==> src/tape_interlock_regs.svh <==
// register offsets, field positions, reset values and timing figures of the interlock sequencer
`ifndef TAPE_INTERLOCK_REGS_SVH
`define TAPE_INTERLOCK_REGS_SVH

`define CLK_HZ 20000000
`define POWER_DELAY_S 45
`define LOOP_DELAY_MS 20

`define REG_CTRL 8'h00
`define REG_STATUS 8'h04
`define CTRL_PULSE_LSB 0
`define CTRL_PULSE_W 8
`define CTRL_RESET 8'h10

`define ST_LATCH 0
`define ST_SERVO 1
`define ST_MOTION 2
`define ST_EOT 3
`define ST_FWD_ON 4
`define ST_REV_ON 5
`define ST_AUTO_READY 6
`define ST_DELAY 7
`define ST_WRITE 8

`define CMD_FWD_ON 0
`define CMD_FWD_OFF 1
`define CMD_REV_ON 2
`define CMD_REV_OFF 3

`endif

==> src/tape_interlock_pkg.sv <==
// types shared by the interlock sequencer files
package tape_interlock_pkg;

   typedef enum logic [2:0] {
      PWR_OFF = 3'h1,
      PWR_DELAY = 3'h2,
      PWR_LATCHED = 3'h4
   } power_state_type;

   typedef enum logic [1:0] {
      SRC_OFF = 2'h0,
      SRC_AUTO = 2'h1,
      SRC_MANUAL = 2'h2
   } src_type;

   typedef enum logic [2:0] {
      MOT_STOP = 3'h0,
      MOT_FWD = 3'h1,
      MOT_FAST_FWD = 3'h2,
      MOT_REV = 3'h3,
      MOT_FAST_REV = 3'h4
   } motion_type;

endpackage

==> src/sync_bank.sv <==
// two-stage synchroniser bank for switch and sensor inputs
`timescale 1ns/1ns
module sync_bank #(
   parameter int WIDTH = 1
) (
   input wire logic clk_sys,
   input wire logic rst_n,
   input wire logic [WIDTH-1:0] rawIn,
   output logic [WIDTH-1:0] syncOut
);

   logic [WIDTH-1:0] stage_r;

   genvar i;
   generate
      for (i = 0; i < WIDTH; i++) begin : g_bit
         always_ff @(posedge clk_sys or negedge rst_n) begin
            if (!rst_n) begin
               stage_r[i] <= 1'b0;
               syncOut[i] <= 1'b0;
            end else begin
               stage_r[i] <= rawIn[i];
               syncOut[i] <= stage_r[i];
            end
         end
      end
   endgenerate

endmodule

==> src/tape_interlock_sequencer.sv <==
// power, command source and motion interlock sequencer of the tape transport panel
// Functional notes
// [RQ1] main power switch on: wait 45 s, then assert power delay output to set latch
// [RQ2] latch holds itself; delay timer loses drive and returns idle
// [RQ3] latch drives the safety chain; its return is the interlock complete level
// [RQ4] power indicator lit whenever the latch is set
// [RQ5] automatic mode with interlock complete sets servo power: drive on, brakes off
// [RQ6] automatic mode with loops normal sets motion flag, passing automatic commands
// [RQ7] automatic mode with interlock complete drives the automatic ready output
// [RQ8] automatic loop fault clears the motion flag after a 20 ms delay
// [RQ9] motion flag clearing cuts automatic commands and pulses OFF to both actuators
// [RQ10] automatic motion flag sets again once the loop fault clears
// [RQ11] losing the interlock in automatic clears motion and servo flags until restored
// [RQ12] manual mode also sets servo power, only while the interlock is complete
// [RQ13] manual motion flag sets with loops normal, no tape end, selector at STOP
// [RQ14] operator entering manual away from STOP must visit STOP first; a motion flag set in automatic is kept when switched straight to manual
// [RQ15] manual commands only while motion flag set; no ON before interlock complete
// [RQ16] manual tape end sensing sets end flag, breaking the motion flag hold
// [RQ17] manual write switch with interlock complete asserts manual write enable
// [RQ18] selector's five conditions act only in manual with power, servo, motion set
// [RQ19] forward and reverse ON commands never presented together
// [RQ20] selecting forward issues an ON command to the forward actuator
// [RQ21] return to STOP issues OFF to the actuator that was on
// [RQ22] actuators stay on until OFF; dropping the enable alone stops nothing
// [RQ23] commands are fixed width pulses, delays in clocks, inputs synchronised
//
// Chosen here: the Wishbone register port and the address map.
`timescale 1ns/1ns
`include "tape_interlock_regs.svh"
module tape_interlock_sequencer #(
   parameter int unsigned POWER_DELAY_CYC = `POWER_DELAY_S * `CLK_HZ,
   parameter int unsigned LOOP_DELAY_CYC = `LOOP_DELAY_MS * (`CLK_HZ / 1000)
) (
   input wire logic clk_sys,
   input wire logic rst_n,
   input wire logic wbCyc,
   input wire logic wbStb,
   input wire logic wbWe,
   input wire logic [7:0] wbAdr,
   input wire logic [3:0] wbSel,
   input wire logic [31:0] wbDatWr,
   output logic [31:0] wbDatRd,
   output logic wbAck,
   input wire logic mainPowerSwitch,
   input wire tape_interlock_pkg::src_type commandSourceSelector,
   input wire tape_interlock_pkg::motion_type motionSelector,
   input wire logic chainReturn,
   input wire logic loopNormal,
   input wire logic tapeEndSense,
   input wire logic manualWriteSwitch,
   input wire logic autoFwdCmd,
   input wire logic autoRevCmd,
   output logic powerOnDelay,
   output logic safetyChainDrive,
   output logic powerIndicator,
   output logic servoDrive,
   output logic brakeRelease,
   output logic autoReady,
   output logic manualWriteEnable,
   output logic fastWind,
   output logic fwdOnPulse,
   output logic fwdOffPulse,
   output logic revOnPulse,
   output logic revOffPulse
);
   import tape_interlock_pkg::*;

   localparam int PW = $clog2(POWER_DELAY_CYC + 1);
   localparam int LW = $clog2(LOOP_DELAY_CYC + 1);

   function automatic logic isFwd(input motion_type m);
      isFwd = (m == MOT_FWD) || (m == MOT_FAST_FWD);
   endfunction

   function automatic logic isRev(input motion_type m);
      isRev = (m == MOT_REV) || (m == MOT_FAST_REV);
   endfunction

   ////////////////////////////////////////////////////////////////////////////
   // input synchronisers
   logic [11:0] syncVec;
   sync_bank #(.WIDTH(12)) u_sync ( // RQ23
      .clk_sys(clk_sys),
      .rst_n(rst_n),
      .rawIn({autoRevCmd, autoFwdCmd, manualWriteSwitch, tapeEndSense, loopNormal,
              chainReturn, mainPowerSwitch, motionSelector, commandSourceSelector}),
      .syncOut(syncVec)
   );

   src_type srcSel;
   motion_type motSel;
   logic mainSw, chainOk, loopOk, tapeEnd, writeSw, autoFwd, autoRev;
   assign srcSel = src_type'(syncVec[1:0]);
   assign motSel = motion_type'(syncVec[4:2]);
   assign mainSw = syncVec[5];
   assign chainOk = syncVec[6];
   assign loopOk = syncVec[7];
   assign tapeEnd = syncVec[8];
   assign writeSw = syncVec[9];
   assign autoFwd = syncVec[10];
   assign autoRev = syncVec[11];

   ////////////////////////////////////////////////////////////////////////////
   // power delay and latch
   power_state_type pwrState_r;
   logic [PW-1:0] powerCnt_r;
   logic powerDelay_r, powerLatch_r;

   always_ff @(posedge clk_sys or negedge rst_n) begin
      if (!rst_n) begin
         pwrState_r <= PWR_OFF;
         powerCnt_r <= '0;
         powerDelay_r <= 1'b0;
      end else begin
         powerDelay_r <= 1'b0;
         unique case (pwrState_r)
            PWR_OFF: begin
               powerCnt_r <= '0;
               if (mainSw) begin
                  pwrState_r <= PWR_DELAY;
               end
            end
            PWR_DELAY: begin
               if (!mainSw) begin
                  pwrState_r <= PWR_OFF;
                  powerCnt_r <= '0;
               end else if (powerCnt_r == PW'(POWER_DELAY_CYC - 1)) begin
                  powerDelay_r <= 1'b1; // RQ1
                  pwrState_r <= PWR_LATCHED;
               end else begin
                  powerCnt_r <= powerCnt_r + PW'(1);
               end
            end
            PWR_LATCHED: begin
               powerCnt_r <= '0; // RQ2
               if (!mainSw) begin
                  pwrState_r <= PWR_OFF;
               end
            end
            default: begin
               pwrState_r <= PWR_OFF;
               powerCnt_r <= '0;
            end
         endcase
      end
   end

   always_ff @(posedge clk_sys or negedge rst_n) begin
      if (!rst_n) begin
         powerLatch_r <= 1'b0;
      end else begin
         powerLatch_r <= mainSw && (powerDelay_r || powerLatch_r); // RQ2
      end
   end

   ////////////////////////////////////////////////////////////////////////////
   // mode flags
   logic interlockOk, srcAuto, srcManual, loopExpired;
   logic servoPower_r, motionFlag_r, motionPrev_r, endOfTape_r;
   logic autoReady_r, manualWrite_r, fastWind_r, indicator_r, chainDrive_r;
   logic [LW-1:0] loopCnt_r;

   assign interlockOk = powerLatch_r && chainOk; // RQ3
   assign srcAuto = (srcSel == SRC_AUTO);
   assign srcManual = (srcSel == SRC_MANUAL);
   assign loopExpired = (loopCnt_r == LW'(LOOP_DELAY_CYC - 1));

   always_ff @(posedge clk_sys or negedge rst_n) begin
      if (!rst_n) begin
         chainDrive_r <= 1'b0;
         indicator_r <= 1'b0;
         servoPower_r <= 1'b0;
         autoReady_r <= 1'b0;
         manualWrite_r <= 1'b0;
         endOfTape_r <= 1'b0;
      end else begin
         chainDrive_r <= powerLatch_r; // RQ3
         indicator_r <= powerLatch_r; // RQ4
         servoPower_r <= interlockOk && (srcAuto || srcManual); // RQ5 RQ11 RQ12
         autoReady_r <= srcAuto && interlockOk; // RQ7
         manualWrite_r <= srcManual && interlockOk && writeSw; // RQ17
         endOfTape_r <= srcManual && interlockOk && tapeEnd; // RQ16
      end
   end

   always_ff @(posedge clk_sys or negedge rst_n) begin
      if (!rst_n) begin
         loopCnt_r <= '0;
      end else if (loopOk || !motionFlag_r || loopExpired) begin
         loopCnt_r <= '0;
      end else begin
         loopCnt_r <= loopCnt_r + LW'(1); // RQ8
      end
   end

   always_ff @(posedge clk_sys or negedge rst_n) begin
      if (!rst_n) begin
         motionFlag_r <= 1'b0;
         motionPrev_r <= 1'b0;
      end else begin
         motionPrev_r <= motionFlag_r;
         if (!interlockOk || !(srcAuto || srcManual)) begin
            motionFlag_r <= 1'b0; // RQ11
         end else if (loopExpired) begin
            motionFlag_r <= 1'b0; // RQ8
         end else if (srcAuto && loopOk) begin
            motionFlag_r <= 1'b1; // RQ6 RQ10
         end else if (srcManual && endOfTape_r) begin
            motionFlag_r <= 1'b0; // RQ16
         end else if (srcManual && loopOk && !tapeEnd && motSel == MOT_STOP) begin
            motionFlag_r <= 1'b1; // RQ13 RQ14
         end
      end
   end

   ////////////////////////////////////////////////////////////////////////////
   // actuator command pulses
   logic [`CTRL_PULSE_W-1:0] pulseWidth_r, pulseCnt_r;
   logic [3:0] cmdReq, pend_r, issue, actCmd_r;
   logic fwdOn_r, revOn_r, autoFwdPrev_r, autoRevPrev_r, manualArmed;
   motion_type selPrev_r;

   assign manualArmed = srcManual && motionFlag_r && servoPower_r && powerLatch_r; // RQ18

   always_comb begin
      cmdReq = 4'h0;
      if (motionPrev_r && !motionFlag_r) begin
         cmdReq[`CMD_FWD_OFF] = 1'b1; // RQ9
         cmdReq[`CMD_REV_OFF] = 1'b1;
      end else if (srcAuto && motionFlag_r) begin
         cmdReq[`CMD_FWD_ON] = autoFwd && !autoFwdPrev_r; // RQ6
         cmdReq[`CMD_FWD_OFF] = !autoFwd && autoFwdPrev_r;
         cmdReq[`CMD_REV_ON] = autoRev && !autoRevPrev_r;
         cmdReq[`CMD_REV_OFF] = !autoRev && autoRevPrev_r;
      end else if (manualArmed && motSel != selPrev_r) begin // RQ15
         cmdReq[`CMD_FWD_ON] = isFwd(motSel); // RQ20
         cmdReq[`CMD_REV_ON] = isRev(motSel);
         cmdReq[`CMD_FWD_OFF] = (motSel == MOT_STOP) && fwdOn_r; // RQ21
         cmdReq[`CMD_REV_OFF] = (motSel == MOT_STOP) && revOn_r;
      end
   end

   always_comb begin
      issue = pend_r | cmdReq;
      if (issue[`CMD_FWD_OFF]) begin
         issue[`CMD_FWD_ON] = 1'b0;
      end
      if (issue[`CMD_REV_OFF]) begin
         issue[`CMD_REV_ON] = 1'b0;
      end
      if ((issue[`CMD_FWD_ON] && (issue[`CMD_REV_ON] || revOn_r))
          || (issue[`CMD_REV_ON] && fwdOn_r)) begin
         issue[`CMD_FWD_ON] = 1'b0; // RQ19
         issue[`CMD_REV_ON] = 1'b0;
      end
   end

   always_ff @(posedge clk_sys or negedge rst_n) begin
      if (!rst_n) begin
         selPrev_r <= MOT_STOP;
         autoFwdPrev_r <= 1'b0;
         autoRevPrev_r <= 1'b0;
      end else begin
         selPrev_r <= motSel;
         autoFwdPrev_r <= autoFwd;
         autoRevPrev_r <= autoRev;
      end
   end

   always_ff @(posedge clk_sys or negedge rst_n) begin
      if (!rst_n) begin
         pend_r <= 4'h0;
         actCmd_r <= 4'h0;
         pulseCnt_r <= '0;
      end else if (pulseCnt_r != '0) begin
         pulseCnt_r <= pulseCnt_r - `CTRL_PULSE_W'(1); // RQ23
         if (pulseCnt_r == `CTRL_PULSE_W'(1)) begin
            actCmd_r <= 4'h0;
         end
         pend_r <= pend_r | cmdReq;
      end else begin
         pend_r <= 4'h0;
         actCmd_r <= issue;
         if (issue != 4'h0) begin
            pulseCnt_r <= (pulseWidth_r == '0) ? `CTRL_PULSE_W'(1) : pulseWidth_r;
         end
      end
   end

   always_ff @(posedge clk_sys or negedge rst_n) begin
      if (!rst_n) begin
         fwdOn_r <= 1'b0;
         revOn_r <= 1'b0;
      end else if (pulseCnt_r == '0) begin
         fwdOn_r <= (fwdOn_r || issue[`CMD_FWD_ON]) && !issue[`CMD_FWD_OFF]; // RQ22
         revOn_r <= (revOn_r || issue[`CMD_REV_ON]) && !issue[`CMD_REV_OFF];
      end
   end

   always_ff @(posedge clk_sys or negedge rst_n) begin
      if (!rst_n) begin
         fastWind_r <= 1'b0;
      end else begin
         fastWind_r <= manualArmed && (motSel == MOT_FAST_FWD || motSel == MOT_FAST_REV);
      end
   end

   ////////////////////////////////////////////////////////////////////////////
   // wishbone slave
   logic wbAck_r;
   logic [31:0] wbDat_r;
   logic [8:0] statusWord;

   assign statusWord = {manualWrite_r, powerDelay_r, autoReady_r, revOn_r, fwdOn_r,
                        endOfTape_r, motionFlag_r, servoPower_r, powerLatch_r};

   always_ff @(posedge clk_sys or negedge rst_n) begin
      if (!rst_n) begin
         wbAck_r <= 1'b0;
         wbDat_r <= 32'h0;
      end else begin
         wbAck_r <= wbCyc && wbStb && !wbAck_r;
         if (wbCyc && wbStb && !wbAck_r) begin
            unique case (wbAdr)
               `REG_CTRL: wbDat_r <= {24'h0, pulseWidth_r};
               `REG_STATUS: wbDat_r <= {23'h0, statusWord};
               default: wbDat_r <= 32'h0;
            endcase
         end
      end
   end

   always_ff @(posedge clk_sys or negedge rst_n) begin
      if (!rst_n) begin
         pulseWidth_r <= `CTRL_RESET;
      end else if (wbCyc && wbStb && wbWe && wbAck_r && wbSel[0] && wbAdr == `REG_CTRL) begin
         pulseWidth_r <= wbDatWr[`CTRL_PULSE_LSB +: `CTRL_PULSE_W];
      end
   end

   ////////////////////////////////////////////////////////////////////////////
   // outputs
   assign wbAck = wbAck_r;
   assign wbDatRd = wbDat_r;
   assign powerOnDelay = powerDelay_r;
   assign safetyChainDrive = chainDrive_r;
   assign powerIndicator = indicator_r;
   assign servoDrive = servoPower_r;
   assign brakeRelease = servoPower_r;
   assign autoReady = autoReady_r;
   assign manualWriteEnable = manualWrite_r;
   assign fastWind = fastWind_r;
   assign fwdOnPulse = actCmd_r[`CMD_FWD_ON];
   assign fwdOffPulse = actCmd_r[`CMD_FWD_OFF];
   assign revOnPulse = actCmd_r[`CMD_REV_ON];
   assign revOffPulse = actCmd_r[`CMD_REV_OFF];
endmodule

==> config.mk <==
export PLATFORM = sky130hd
export DESIGN_NAME = tape_interlock_sequencer
export DESIGN_NICKNAME = d
export VERILOG_FILES = /design/src/tape_interlock_pkg.sv /design/src/sync_bank.sv /design/src/tape_interlock_sequencer.sv
export VERILOG_INCLUDE_DIRS = /design/src
export SDC_FILE = /design/constraint.sdc
export NUM_CORES = 1
export LEC_CHECK = 0
export BUFFER_PORTS_ARGS = -buffer_cell sky130_fd_sc_hd__buf_2
export CAP_MARGIN = 20
export CORE_MARGIN = 2
export CORE_UTILIZATION = 28
export CTS_BUF_LIST = sky130_fd_sc_hd__clkbuf_8
export DETAILED_ROUTE_END_ITERATION = 12
export GPL_ROUTABILITY_DRIVEN = 0
export PLACE_DENSITY = 0.42
export SLEW_MARGIN = 20
export SYNTH_ARGS = -nofsm -noshare
export SYNTH_HDL_FRONTEND = slang
export SYNTH_SLANG_ARGS = --single-unit
==> constraint.sdc <==
create_clock -name clk_sys -period 5.45 [get_ports clk_sys]
set_clock_uncertainty 0.2 [all_clocks]
set_input_delay 0.8175 -clock clk_sys [delete_from_list [all_inputs] [get_ports clk_sys]]
set_output_delay 0.8175 -clock clk_sys [all_outputs]
set_load 0.01 [all_outputs]
## Word level (Yosys, flattened, before mapping)

Index checks and enable logic that the tools add are counted.
Widths: inputs -> output; s select.

- Bits in registers: 150
- Input port bits: 61

- Add/subtract/negate cells: 3
- Equality and inequality tests: 19
- Muxes and demuxes: 34
- Bitwise operators: 1
- Reductions and logical operators: 67

Operators with widths:

| kind | number |
|---|---|
| $mux 30 | 3 |
| $logic_and 1x1->1 | 35 |
| $add 30x1->30 const B | 1 |
| $eq 30x30->1 const B | 1 |
| $logic_not 8->1 | 3 |
| $mux 8 | 3 |
| $mux 4 | 5 |
| $add 19x1->19 const B | 1 |
| $eq 19x19->1 const B | 1 |
| $mux 19 | 1 |
| $pmux 9 s2 | 1 |
| $mux 1 | 16 |
| $logic_or 1x1->1 | 12 |
| $mux 3 | 4 |
| $logic_not 1->1 | 11 |
| $eq 3x2->1 const B | 3 |
| $pmux 3 s3 | 1 |
| $eq 8x1->1 const B | 1 |
| $eq 8x3->1 const B | 1 |
| $reduce_bool 8->1 | 1 |
| $sub 8x1->8 const B | 1 |
| $eq 3x1->1 const B | 2 |
| $eq 3x3->1 const B | 2 |
| $ne 3x3->1 const B | 2 |
| 11 further kinds | 12 |

## Longest topological paths before layout

Gate-level depths: netlist (run 1).

- Depth after elaboration: 17
- Mapped depth: 9
- Gate-level depth less buffers: 8

## Modules after synthesis

A second synthesis (run 1) with hierarchy kept.

- Cell total of the unflattened synthesis: 557
- Area, all modules: 5,880.6 um^2

Modules (own cells, without submodules):

| module | instances | cells an instance | area an instance (um^2) |
|---|---|---|---|
| tape_interlock_sequencer | 1 | 533 | 5,280.1 |
| sync_bank | 1 | 24 | 600.6 |

## Worst setup path after synthesis (run 1)

No wires, ideal clock.

- Kind: input-to-reg
- Start point: input wbAdr[5]
- End point: register pulseWidth_r[0]
- Setup time: 0.125 ns
- Data arrival time: 2.101 ns
- Slack: 3.024 ns
- Stages on the path: 4
- Cells stage by stage: or4_1 -> nor4_1 -> nand2_1 -> mux2_2

- Word-level cells in the longest chain between the ends: 2

RTL lines:

| element | RTL line | text |
|---|---|---|
| start, declared | tape_interlock_sequencer.sv:39 | `input wire logic [7:0] wbAdr,` |
| $logic_not 8->1 | - |  |
| $logic_and 1x1->1 (no source line) | - |  |
| end signal, assigned | tape_interlock_sequencer.sv:335 | `` pulseWidth_r <= `CTRL_RESET; `` |
| end signal, assigned | tape_interlock_sequencer.sv:337 | `` pulseWidth_r <= wbDatWr[`CTRL_PULSE_LSB +: `CTRL_PULSE_W]; `` |
| end, declared | tape_interlock_sequencer.sv:218 | `` logic [`CTRL_PULSE_W-1:0] pulseWidth_r, pulseCnt_r; `` |

Every way passes these cells.
A chain may end at the register's enable or synchronous reset.

## Final worst setup path (run 1)

- Start point: register powerCnt_r[27]
- End point: register pwrState_r[1]

- Word-level cells in the longest chain between the ends: 3

RTL lines:

| element | RTL line | text |
|---|---|---|
| start, declared | tape_interlock_sequencer.sv:106 | `logic [PW-1:0] powerCnt_r;` |
| start signal, assigned | tape_interlock_sequencer.sv:131 | `powerCnt_r <= powerCnt_r + PW'(1);` |
| $eq 30x30->1 | tape_interlock_sequencer.sv:127 | `end else if (powerCnt_r == PW'(POWER_DELAY_CYC - 1)) begin` |
| $ne 3x3->1 (no source line) | - |  |
| $reduce_and 3->1 (no source line) | - |  |
| end signal, assigned | tape_interlock_sequencer.sv:125 | `pwrState_r <= PWR_OFF;` |
| end signal, assigned | tape_interlock_sequencer.sv:129 | `pwrState_r <= PWR_LATCHED;` |
| end signal, assigned | tape_interlock_sequencer.sv:137 | `pwrState_r <= PWR_OFF;` |
| end, declared | tape_interlock_sequencer.sv:105 | `power_state_type pwrState_r;` |

Every way passes these cells.

==> impl_metrics.csv, run 1 <==
group,metric,value,unit
status,status,"completed",
logic_synthesis,seq_area_frac_synth,54.1,%
job,max_cap_viol_count,0,
clock_network,cts_root_buf,"clkbuf_8",
critical_path,required,5.56,ns
logic_synthesis,netlist_area,5880,um2
clock_network,cts_made_buffers,17,
logic_synthesis,yosysWarningCount,0,
die,die_x,149,um
sta,finalSetupTns,0,ns
layout,syn2layout_area_growth,14.1,%
layout,final_layout_size_suffix_gt1_share,18.6,%
global_routing,antenna_found_initial,0,
placed_design,place_inst,861,
routing,firstDrtPassIters,4,
layout,post-route-util,32.8,%
pwr,total_leakage_power,3.04,nW
logic_synthesis,synth.largest_area_cell,"dfrtp_1",
pwr,powerDensity,268,nW/um2
clock_network,cts_hold_buf,0,
die,start_util,28.8,%
critical_path,crit_fanout,18,
routing,final_antenna_net_count,0,
logic_synthesis,synth_area_leaders,"dfrtp_1, nor2_1, xnor2_1",
placed_design,placed_area,6330,um2
sta,setup_viol,0,
clock_network,path_clk_slew,0.07,ns
global_routing,grt.total_usage,12.2,%
clock_network,cts_resized,0,
global_routing,grt-ovfl-total,0,
layout,fillers,2118,
sta,slew_viol_final,0,
routing,wl,12500,um
die,num_rows,52,
critical_path,path_class,"register to register",
hold_path,min_path_type,"primary input to async pin",
logic_synthesis,syn_inst,552,
global_routing,grt_pass1_vias,4060,
sta,max_slew_margin,30.3,%
sta,rsz0062_at_grt,"false",
logic_synthesis,synth_top_cell_area_share,53.2,%
critical_path,worst_setup_path_end_kind,"register",
sta,tightest_slew,1.04,ns
layout,instances_no_fill,893,
logic_synthesis,synth.most_common_cell,"dfrtp_1",
sta,clock.fmax,0.360,GHz
placed_design,hpwlAfterDp,8830,um
critical_path,cp-start-kind,"register",
routing,num_vias,4030,
logic_synthesis,async_reset_ff_share,100,%
logic_synthesis,ys.flop_type,"dfrtp_1",
sta,finalHoldViolations,0,
sta,finalCritPeriodShare,50.9,%
logic_synthesis,ys_ff_latch,127,
global_routing,grt_pass1_wl,21300,um
die,dieArea,22200,um2
layout,multi_input_comb_area,2470,um2
clock_network,cts_tree,"yes",
layout,nNetsFinal,677,
placed_design,port_buffers,55,
critical_path,crit_arrival,2.88,ns
logic_synthesis,yosys.cell_types.count,63,
clock_network,cts_buffer_depth,2,
die,io_pins,106,
critical_path,r2r_cells,6,
clock_network,htree_levels,4,
routing,drt_iter0_markers,212,
pwr,vdd_drop_max,153,uV
logic_synthesis,synth.avg_cell_area,10.6,um2
routing,wire_per_inst,14.0,um
die,core-area,20400,um2
sta,fin_crit,2.77,ns
logic_synthesis,synth_enable_flop_cells,0,
routing,route.detailed.drc,0,
pwr,total_power,0.00180,W
global_routing,grt_max_degree,47,
routing,viasPerCell,4.51,
layout,register_area,3180,um2
layout,design_area,6710,um2
clock_network,clk_latency,0.43,ns
die,fp.dieH,149,um
clock_network,cts_setup_buffers,0,
layout,n_antenna_cell,0,
clock_network,cts_sinks,127,
logic_synthesis,synth_commonest_cells,"dfrtp_1, nor2_1, nand2_1, xnor2_1, buf_4",
final cells by class:
type	count	area share (%)
Clock inverter	10	1.06
Inverter	12	0.672
Tap cell	270	5.04
Sequential cell	127	47.4
Timing Repair Buffer	58	4.48
Multi-Input combinational cell	394	36.8
Clock buffer	22	4.51
worst max-delay path, stage by stage (launching register included):
cell and delay, ns:
dfrtp_1 0.45, nor4_1 0.38, nand4_1 0.22, nor4_4 0.94, inv_1 0.21, a21oi_1 0.18
nor3b_1 0.06
logic make-up (layout without fill, tap and decap cells):
family / count (synthesis) / after routing / share of synthesized area (%)
flip-flops: 127 / 127 / 54.1
multiplexers: 19 / 19 / 3.62
XOR/XNOR: 47 / 47 / 7.00
AO/OA/AOI/OAI: 57 / 57 / 6.79
AND/OR/NAND/NOR: 242 / 242 / 21.8
other: 1 / 23 / 0.0638
adder cells (fa/ha/maj): 6 / 6 / 1.28
buffers and inverters: 53 / 102 / 5.28
path summary, 6_finish.rpt:
kind | startpoint | endpoint | slack, ns
max in group asynchronous | rst_n | u_sync.syncOut[9] | 3.93
max | powerCnt_r[27] | pwrState_r[1] | 2.68
min reg2reg | u_sync.stage_r[8] | u_sync.syncOut[8] | 0.15
min in group clk_sys | u_sync.stage_r[8] | u_sync.syncOut[8] | 0.15
max reg2reg | powerCnt_r[27] | pwrState_r[1] | 2.68
min | rst_n | pulseCnt_r[7] | 0.14
layer usage:
layer  wire length (um)  vias up  GRT usage (%)  share of wire, %
met5                  0        -              0                 0
met4                107        0           3.43              0.85
met3                589        8           3.49               4.7
met2               5460       90           18.1                44
met1               6370     1939           17.5                51
li1                   -     1993              -                 -
per-stage QoR:
stage	setup slack (ns)	hold WS, ns
after floorplan	3.02	0.131
after global placement	2.69	0.136
after detailed placement	2.67	0.136
after CTS	2.62	0.132
after global routing	2.43	0.144
final	2.68	0.140
where the power goes:
part / internal, W / switching, W / leakage, nW / total [W]
combinational: 0.0000219 / 0.0000463 / 1.13 / 0.0000682
sequential: 0.000957 / 0.0000110 / 1.70 / 0.000968
clock: 0.000411 / 0.000352 / 0.211 / 0.000763
total: 0.00139 / 0.000410 / 3.04 / 0.00180
state kept, by name, summed over array words and instances (netlist names), 3 cells and up:
register / flops
pulseCnt_r: 8
wbDatRd: 9
u_sync.syncOut: 12
u_sync.stage_r: 12
powerCnt_r: 30
loopCnt_r: 19
pulseWidth_r: 8
selPrev_r: 3
pend_r: 4
pwrState_r: 3
actCmd_r: 4
placed cells by master, fill, tap and decap left out, types with 4 or more instances in the layout:
cell type and n:
dfrtp_1 125, nor2_1 78, buf_2 54, nand2_1 44
xnor2_1 28, conb_1 23, clkbuf_8 22, xor2_1 19
nor3_1 18, inv_1 17, nand3_1 17, o21ai_0 15
a21oi_1 14, nor4_1 13, nand4_1 11, mux2i_1 10
and3_1 9, mux2_2 8, and4_1 7, ha_1 6
nor2b_1 5, a31o_2 5, or3_1 4, nand4b_1 4
nor4b_1 4, buf_4 4
(Power assumes the default switching activity.)
==> run 2: changes to the inputs <==
==> constraint.sdc (replaced) <==
create_clock -name clk_sys -period 2.7 [get_ports clk_sys]
set_clock_uncertainty 0.2 [all_clocks]
set_input_delay 0.405 -clock clk_sys [delete_from_list [all_inputs] [get_ports clk_sys]]
set_output_delay 0.405 -clock clk_sys [all_outputs]
set_load 0.01 [all_outputs]
==> run 2 against run 1 <==
Against the previous run: combinational power increased by 140%; fmax increased by 12%; power increased by 100%; register-to-register slack got worse by 2.5 ns; sequential power increased by 100%; final area increased by 4.0%; hold slack improved by 0.012 ns; clock power increased by 100%; sequential cell count unchanged; die area unchanged; largest power group unchanged.
==> impl_metrics.csv, run 2 (same netlist as run 1, synthesis figures left out) <==
group,metric,value,unit
layout,post-route-util,34.1,%
global_routing,grt_max_degree,46,
critical_path,timing.rr.start,"u_sync.syncOut[0]",
routing,wl,12800,um
hold_path,min_path_type,"register to register",
routing,wire_per_inst,13.9,um
die,dieArea,22200,um2
sta,clock.fmax,0.402,GHz
critical_path,required,2.81,ns
clock_network,cts_resized,0,
routing,wl_met1,6310,um
placed_design,placed_area,6400,um2
clock_network,cts_tree,"yes",
sta,tightest_slew,0.670,ns
global_routing,grt-ovfl-total,0,
clock_network,cts_buffer_depth,2,
job,max_cap_viol_count,0,
sta,finalCritPeriodShare,92.1,%
placed_design,dp_slack,0.255,ns
global_routing,grt.total_usage,12.2,%
placed_design,port_buffers,55,
critical_path,r2r_cells,8,
critical_path,path_class,"register to register",
sta,fin_crit,2.49,ns
layout,final_layout_size_suffix_gt1_share,18.7,%
sta,rsz0062_at_grt,"false",
layout,multi_input_comb_area,2470,um2
layout,nNetsFinal,705,
critical_path,crit_arrival,2.60,ns
placed_design,hpwlAfterDp,9110,um
die,fp.dieH,149,um
sta,setup_viol,0,
die,start_util,28.8,%
global_routing,grt_pass1_wl,21200,um
routing,viasPerCell,4.53,
die,die_x,149,um
layout,syn2layout_area_growth,18.7,%
sta,slew_viol_final,0,
clock_network,cts_sinks,127,
routing,drt_iter0_markers,174,
layout,fillers,2087,
die,io_pins,106,
routing,final_antenna_net_count,0,
layout,reg_top3,"powerCnt_r (30), loopCnt_r (19)",
layout,final_common_cell,"dfrtp_1",
sta,layout_setup_ws,0.213,ns
layout,final_cell_mix,"dfrtp_1, nor2_1, buf_2, nand2_1, xnor2_1",
layout,largest_reg_flops,30,
global_routing,grt_pass1_vias,4105,
routing,met2_length,5690,um
sta,finalHoldViolations,0,
clock_network,cts_made_buffers,17,
routing,route.detailed.drc,0,
layout,design_area,6980,um2
layout,register_area,3180,um2
pwr,total_leakage_power,3.17,nW
pwr,total_power,0.00368,W
die,core-area,20400,um2
critical_path,worst_setup_path_end_kind,"register",
status,status,"completed",
critical_path,cp-start-kind,"register",
layout,n_antenna_cell,0,
clock_network,cts_hold_buf,21,
layout,regMostFlops,"powerCnt_r",
critical_path,rrSetupSlack,0.21,ns
routing,firstDrtPassIters,4,
clock_network,htree_levels,4,
global_routing,antenna_found_initial,0,
pwr,vdd_drop_max,268,uV
clock_network,clk_latency,0.44,ns
clock_network,cts_setup_buffers,0,
critical_path,r2r_end,"pulseCnt_r[0]",
clock_network,cts_root_buf,"clkbuf_8",
routing,num_vias,4174,
sta,max_slew_margin,55.0,%
die,num_rows,52,
critical_path,crit_fanout,6,
pwr,powerDensity,528,nW/um2
critical_path,crit_end,"pulseCnt_r[0]",
clock_network,path_clk_slew,0.07,ns
routing,dr_wl_met3,621,um
sta,finalSetupTns,0,ns
critical_path,crit_start,"u_sync.syncOut[0]",
routing,top_layer,"met4",
## run 2: cell types whose count changed in the layout (fill, tap and decap cells not counted), sizes merged
cell | before | now
dlygate4sd3 | 0 | 21
inv | 17 | 18
buf | 58 | 65
clkinv | 3 | 5
clkbuf | 22 | 19
clkinvlp | 1 | 0
bufinv | 1 | 2
## run 2: through the flow
stage / hold slack [ns] / instances
2_1_floorplan: -0.0906 / 574
3_3_place_gp: 0.138 / 868
3_5_place_dp: 0.141 / 868
4_1_cts: 0.145 / 921
5_1_grt: 0.158 / 921
6_report: 0.152 / 921
## run 2: area by class of cell
class / count / share of cell area [%]
flip-flops and latches: 127 / 45.6
repair buffers: 86 / 8.25
clock buffers: 19 / 3.75
inverters: 12 / 0.646
multi-input cells: 394 / 35.4
clock inverters: 13 / 1.54
well taps: 270 / 4.84
## run 2: report_power, final
group | switching (W) | internal, W | total (W) | leakage [nW]
sequential | 0.0000230 | 0.00193 | 0.00195 | 1.70
combinational | 0.0000981 | 0.0000669 | 0.000165 | 1.25
clock | 0.000721 | 0.000840 | 0.00156 | 0.216
total | 0.000842 | 0.00284 | 0.00368 | 3.17
## run 2: per-layer routing
metal  GRT usage [%]  vias to the layer above
li1                -                     2042
met1            17.2                     2014
met2            18.1                      107
met3            3.30                       11
met4            4.57                        0
met5               0                        -
## run 2: worst min-delay path by stage
stage                 startpoint                 to  slack (ns)  cells after the start
6_report       u_sync.stage_r[3]  u_sync.syncOut[3]        0.15                      0
3_5_place_dp   u_sync.stage_r[4]  u_sync.syncOut[4]        0.14                      0
5_1_grt        u_sync.stage_r[3]  u_sync.syncOut[3]        0.16                      0
3_3_place_gp   u_sync.stage_r[0]  u_sync.syncOut[0]        0.14                      0
4_1_cts                 wbAdr[2]         wbDatRd[8]        0.14                      3
2_1_floorplan              rst_n        actCmd_r[0]       -0.09                      0
## run 2: critical path, cell delays in order (launching register included)
cell and delay, ns:
dfrtp_1 0.39, inv_1 0.06, ha_1 0.22, nand4_1 0.21, nor2_1 0.41, a311o_4 0.33, mux2i_4 0.29, o211a_1 0.21
a211oi_2 0.04
==> run 3: changes to the inputs <==
--- a/config.mk
+++ b/config.mk
@@ -14,6 +14,7 @@
 export DETAILED_ROUTE_END_ITERATION = 12
 export GPL_ROUTABILITY_DRIVEN = 0
 export PLACE_DENSITY = 0.42
+export RECOVER_POWER = 50
 export SLEW_MARGIN = 20
 export SYNTH_ARGS = -nofsm -noshare
 export SYNTH_HDL_FRONTEND = slang
==> run 3 against run 2 <==
Against the previous run: worst setup slack gained 0.0013 ns; register-to-register slack about the same; fmax barely moved; utilization fell by 0.12 points; cell count stayed put; sequential power barely moved; sequential share of layout area rose by 0.16 points; power fell by 0.11%; combinational power shrank 2%; clock-buffer cell count is the same; highest routed layer unchanged.
==> impl_metrics.csv, run 3 (same netlist as run 1, synthesis figures left out) <==
group,metric,value,unit
critical_path,crit_fanout,6,
routing,top_layer,"met4",
critical_path,path_class,"register to register",
global_routing,grt-ovfl-total,0,
clock_network,cts_resized,0,
clock_network,cts_hold_buf,21,
routing,wl,12800,um
critical_path,crit_arrival,2.60,ns
pwr,vdd_drop_max,268,uV
layout,reg_top3,"powerCnt_r (30), loopCnt_r (19)",
layout,regMostFlops,"powerCnt_r",
clock_network,cts_made_buffers,17,
routing,met2_length,5680,um
pwr,powerDensity,529,nW/um2
sta,finalCritPeriodShare,92.1,%
sta,fin_crit,2.49,ns
sta,finalSetupTns,0,ns
sta,rsz0062_at_grt,"false",
job,max_cap_viol_count,0,
layout,final_layout_size_suffix_gt1_share,18.0,%
status,status,"completed",
sta,max_slew_margin,32.5,%
global_routing,grt.total_usage,12.2,%
placed_design,placed_area,6400,um2
layout,nNetsFinal,705,
critical_path,required,2.81,ns
clock_network,path_clk_slew,0.07,ns
die,core-area,20400,um2
clock_network,cts_setup_buffers,0,
clock_network,cts_root_buf,"clkbuf_8",
placed_design,hpwlAfterDp,9110,um
hold_path,min_path_type,"register to register",
layout,final_cell_mix,"dfrtp_1, nor2_1, buf_2, nand2_1, xnor2_1",
sta,slew_viol_final,0,
layout,fillers,2090,
routing,dr_wl_met3,663,um
layout,design_area,6950,um2
critical_path,cp-start-kind,"register",
sta,setup_viol,0,
die,num_rows,52,
sta,finalHoldViolations,0,
placed_design,port_buffers,55,
critical_path,worst_setup_path_end_kind,"register",
clock_network,cts_tree,"yes",
routing,viasPerCell,4.56,
sta,clock.fmax,0.402,GHz
routing,final_antenna_net_count,0,
die,io_pins,106,
clock_network,cts_sinks,127,
clock_network,htree_levels,4,
sta,tightest_slew,1.01,ns
die,fp.dieH,149,um
clock_network,cts_buffer_depth,2,
routing,num_vias,4197,
routing,route.detailed.drc,0,
die,die_x,149,um
global_routing,grt_pass1_vias,4105,
routing,wire_per_inst,13.9,um
global_routing,antenna_found_initial,0,
layout,largest_reg_flops,30,
global_routing,grt_max_degree,46,
global_routing,grt_pass1_wl,21200,um
die,start_util,28.8,%
routing,drt_iter0_markers,167,
die,dieArea,22200,um2
layout,final_common_cell,"dfrtp_1",
clock_network,clk_latency,0.44,ns
layout,n_antenna_cell,0,
routing,wl_met1,6250,um
layout,syn2layout_area_growth,18.3,%
routing,firstDrtPassIters,4,
pwr,total_leakage_power,3.15,nW
[run 3: final timing paths]
check	start	to	slack [ns]	depth (start not counted)
hold / removal	u_sync.stage_r[3]	u_sync.syncOut[3]	0.15	0
setup / recovery	u_sync.syncOut[0]	pulseCnt_r[0]	0.21	8
hold reg to reg	u_sync.stage_r[3]	u_sync.syncOut[3]	0.15	0
min in group asynchronous	rst_n	pulseWidth_r[5]	0.47	2
setup reg to reg	u_sync.syncOut[0]	pulseCnt_r[0]	0.21	8
max in group asynchronous	rst_n	u_sync.syncOut[9]	0.56	3
[run 3: power by group]
group	leakage (nW)	switching (W)	internal (W)	total [W]
Combinational	1.24	0.0000977	0.0000632	0.000161
Clock	0.216	0.000722	0.000840	0.00156
Sequential	1.70	0.0000230	0.00193	0.00195
Total	3.15	0.000843	0.00283	0.00368
[run 3: metrics by stage]
step / power, W / hold slack (ns) / util (%) / setup slack (ns) / instances
after floorplan: 0.00207 / -0.0906 / - / 0.413 / 574
after global placement: 0.00213 / 0.138 / 31.3 / 0.286 / 868
after detailed placement: 0.00214 / 0.141 / 31.3 / 0.255 / 868
after CTS: 0.00375 / 0.145 / 34.1 / 0.242 / 921
after global routing: 0.00385 / 0.158 / 34.0 / 0.0794 / 921
final: 0.00368 / 0.152 / 34.0 / 0.215 / 921
[run 3: per-layer routing]
| layer | GRT usage, % | up-vias |
|---|---|---|
| met5 | 0 | - |
| li1 | - | 2044 |
| met1 | 17.2 | 2031 |
| met2 | 18.1 | 111 |
| met3 | 3.30 | 11 |
| met4 | 4.57 | 0 |
[run 3: cell type report]
| cell class | count | area [um2] | share of cell area [%] |
|---|---|---|---|
| Sequential cell | 127 | 3180 | 45.7 |
| Inverter | 12 | 45.0 | 0.648 |
| Timing Repair Buffer | 86 | 552 | 7.94 |
| Tap cell | 270 | 338 | 4.86 |
| Clock inverter | 13 | 108 | 1.55 |
| Clock buffer | 19 | 262 | 3.76 |
| Multi-Input combinational cell | 394 | 2470 | 35.5 |
[run 3: critical path: stages (launching register included)]
cell and delay, ns:
dfrtp_1 0.39, inv_1 0.06, ha_1 0.22, nand4_1 0.21, nor2_1 0.41, a311o_4 0.33, mux2i_4 0.29, o211a_1 0.21
a211oi_2 0.04
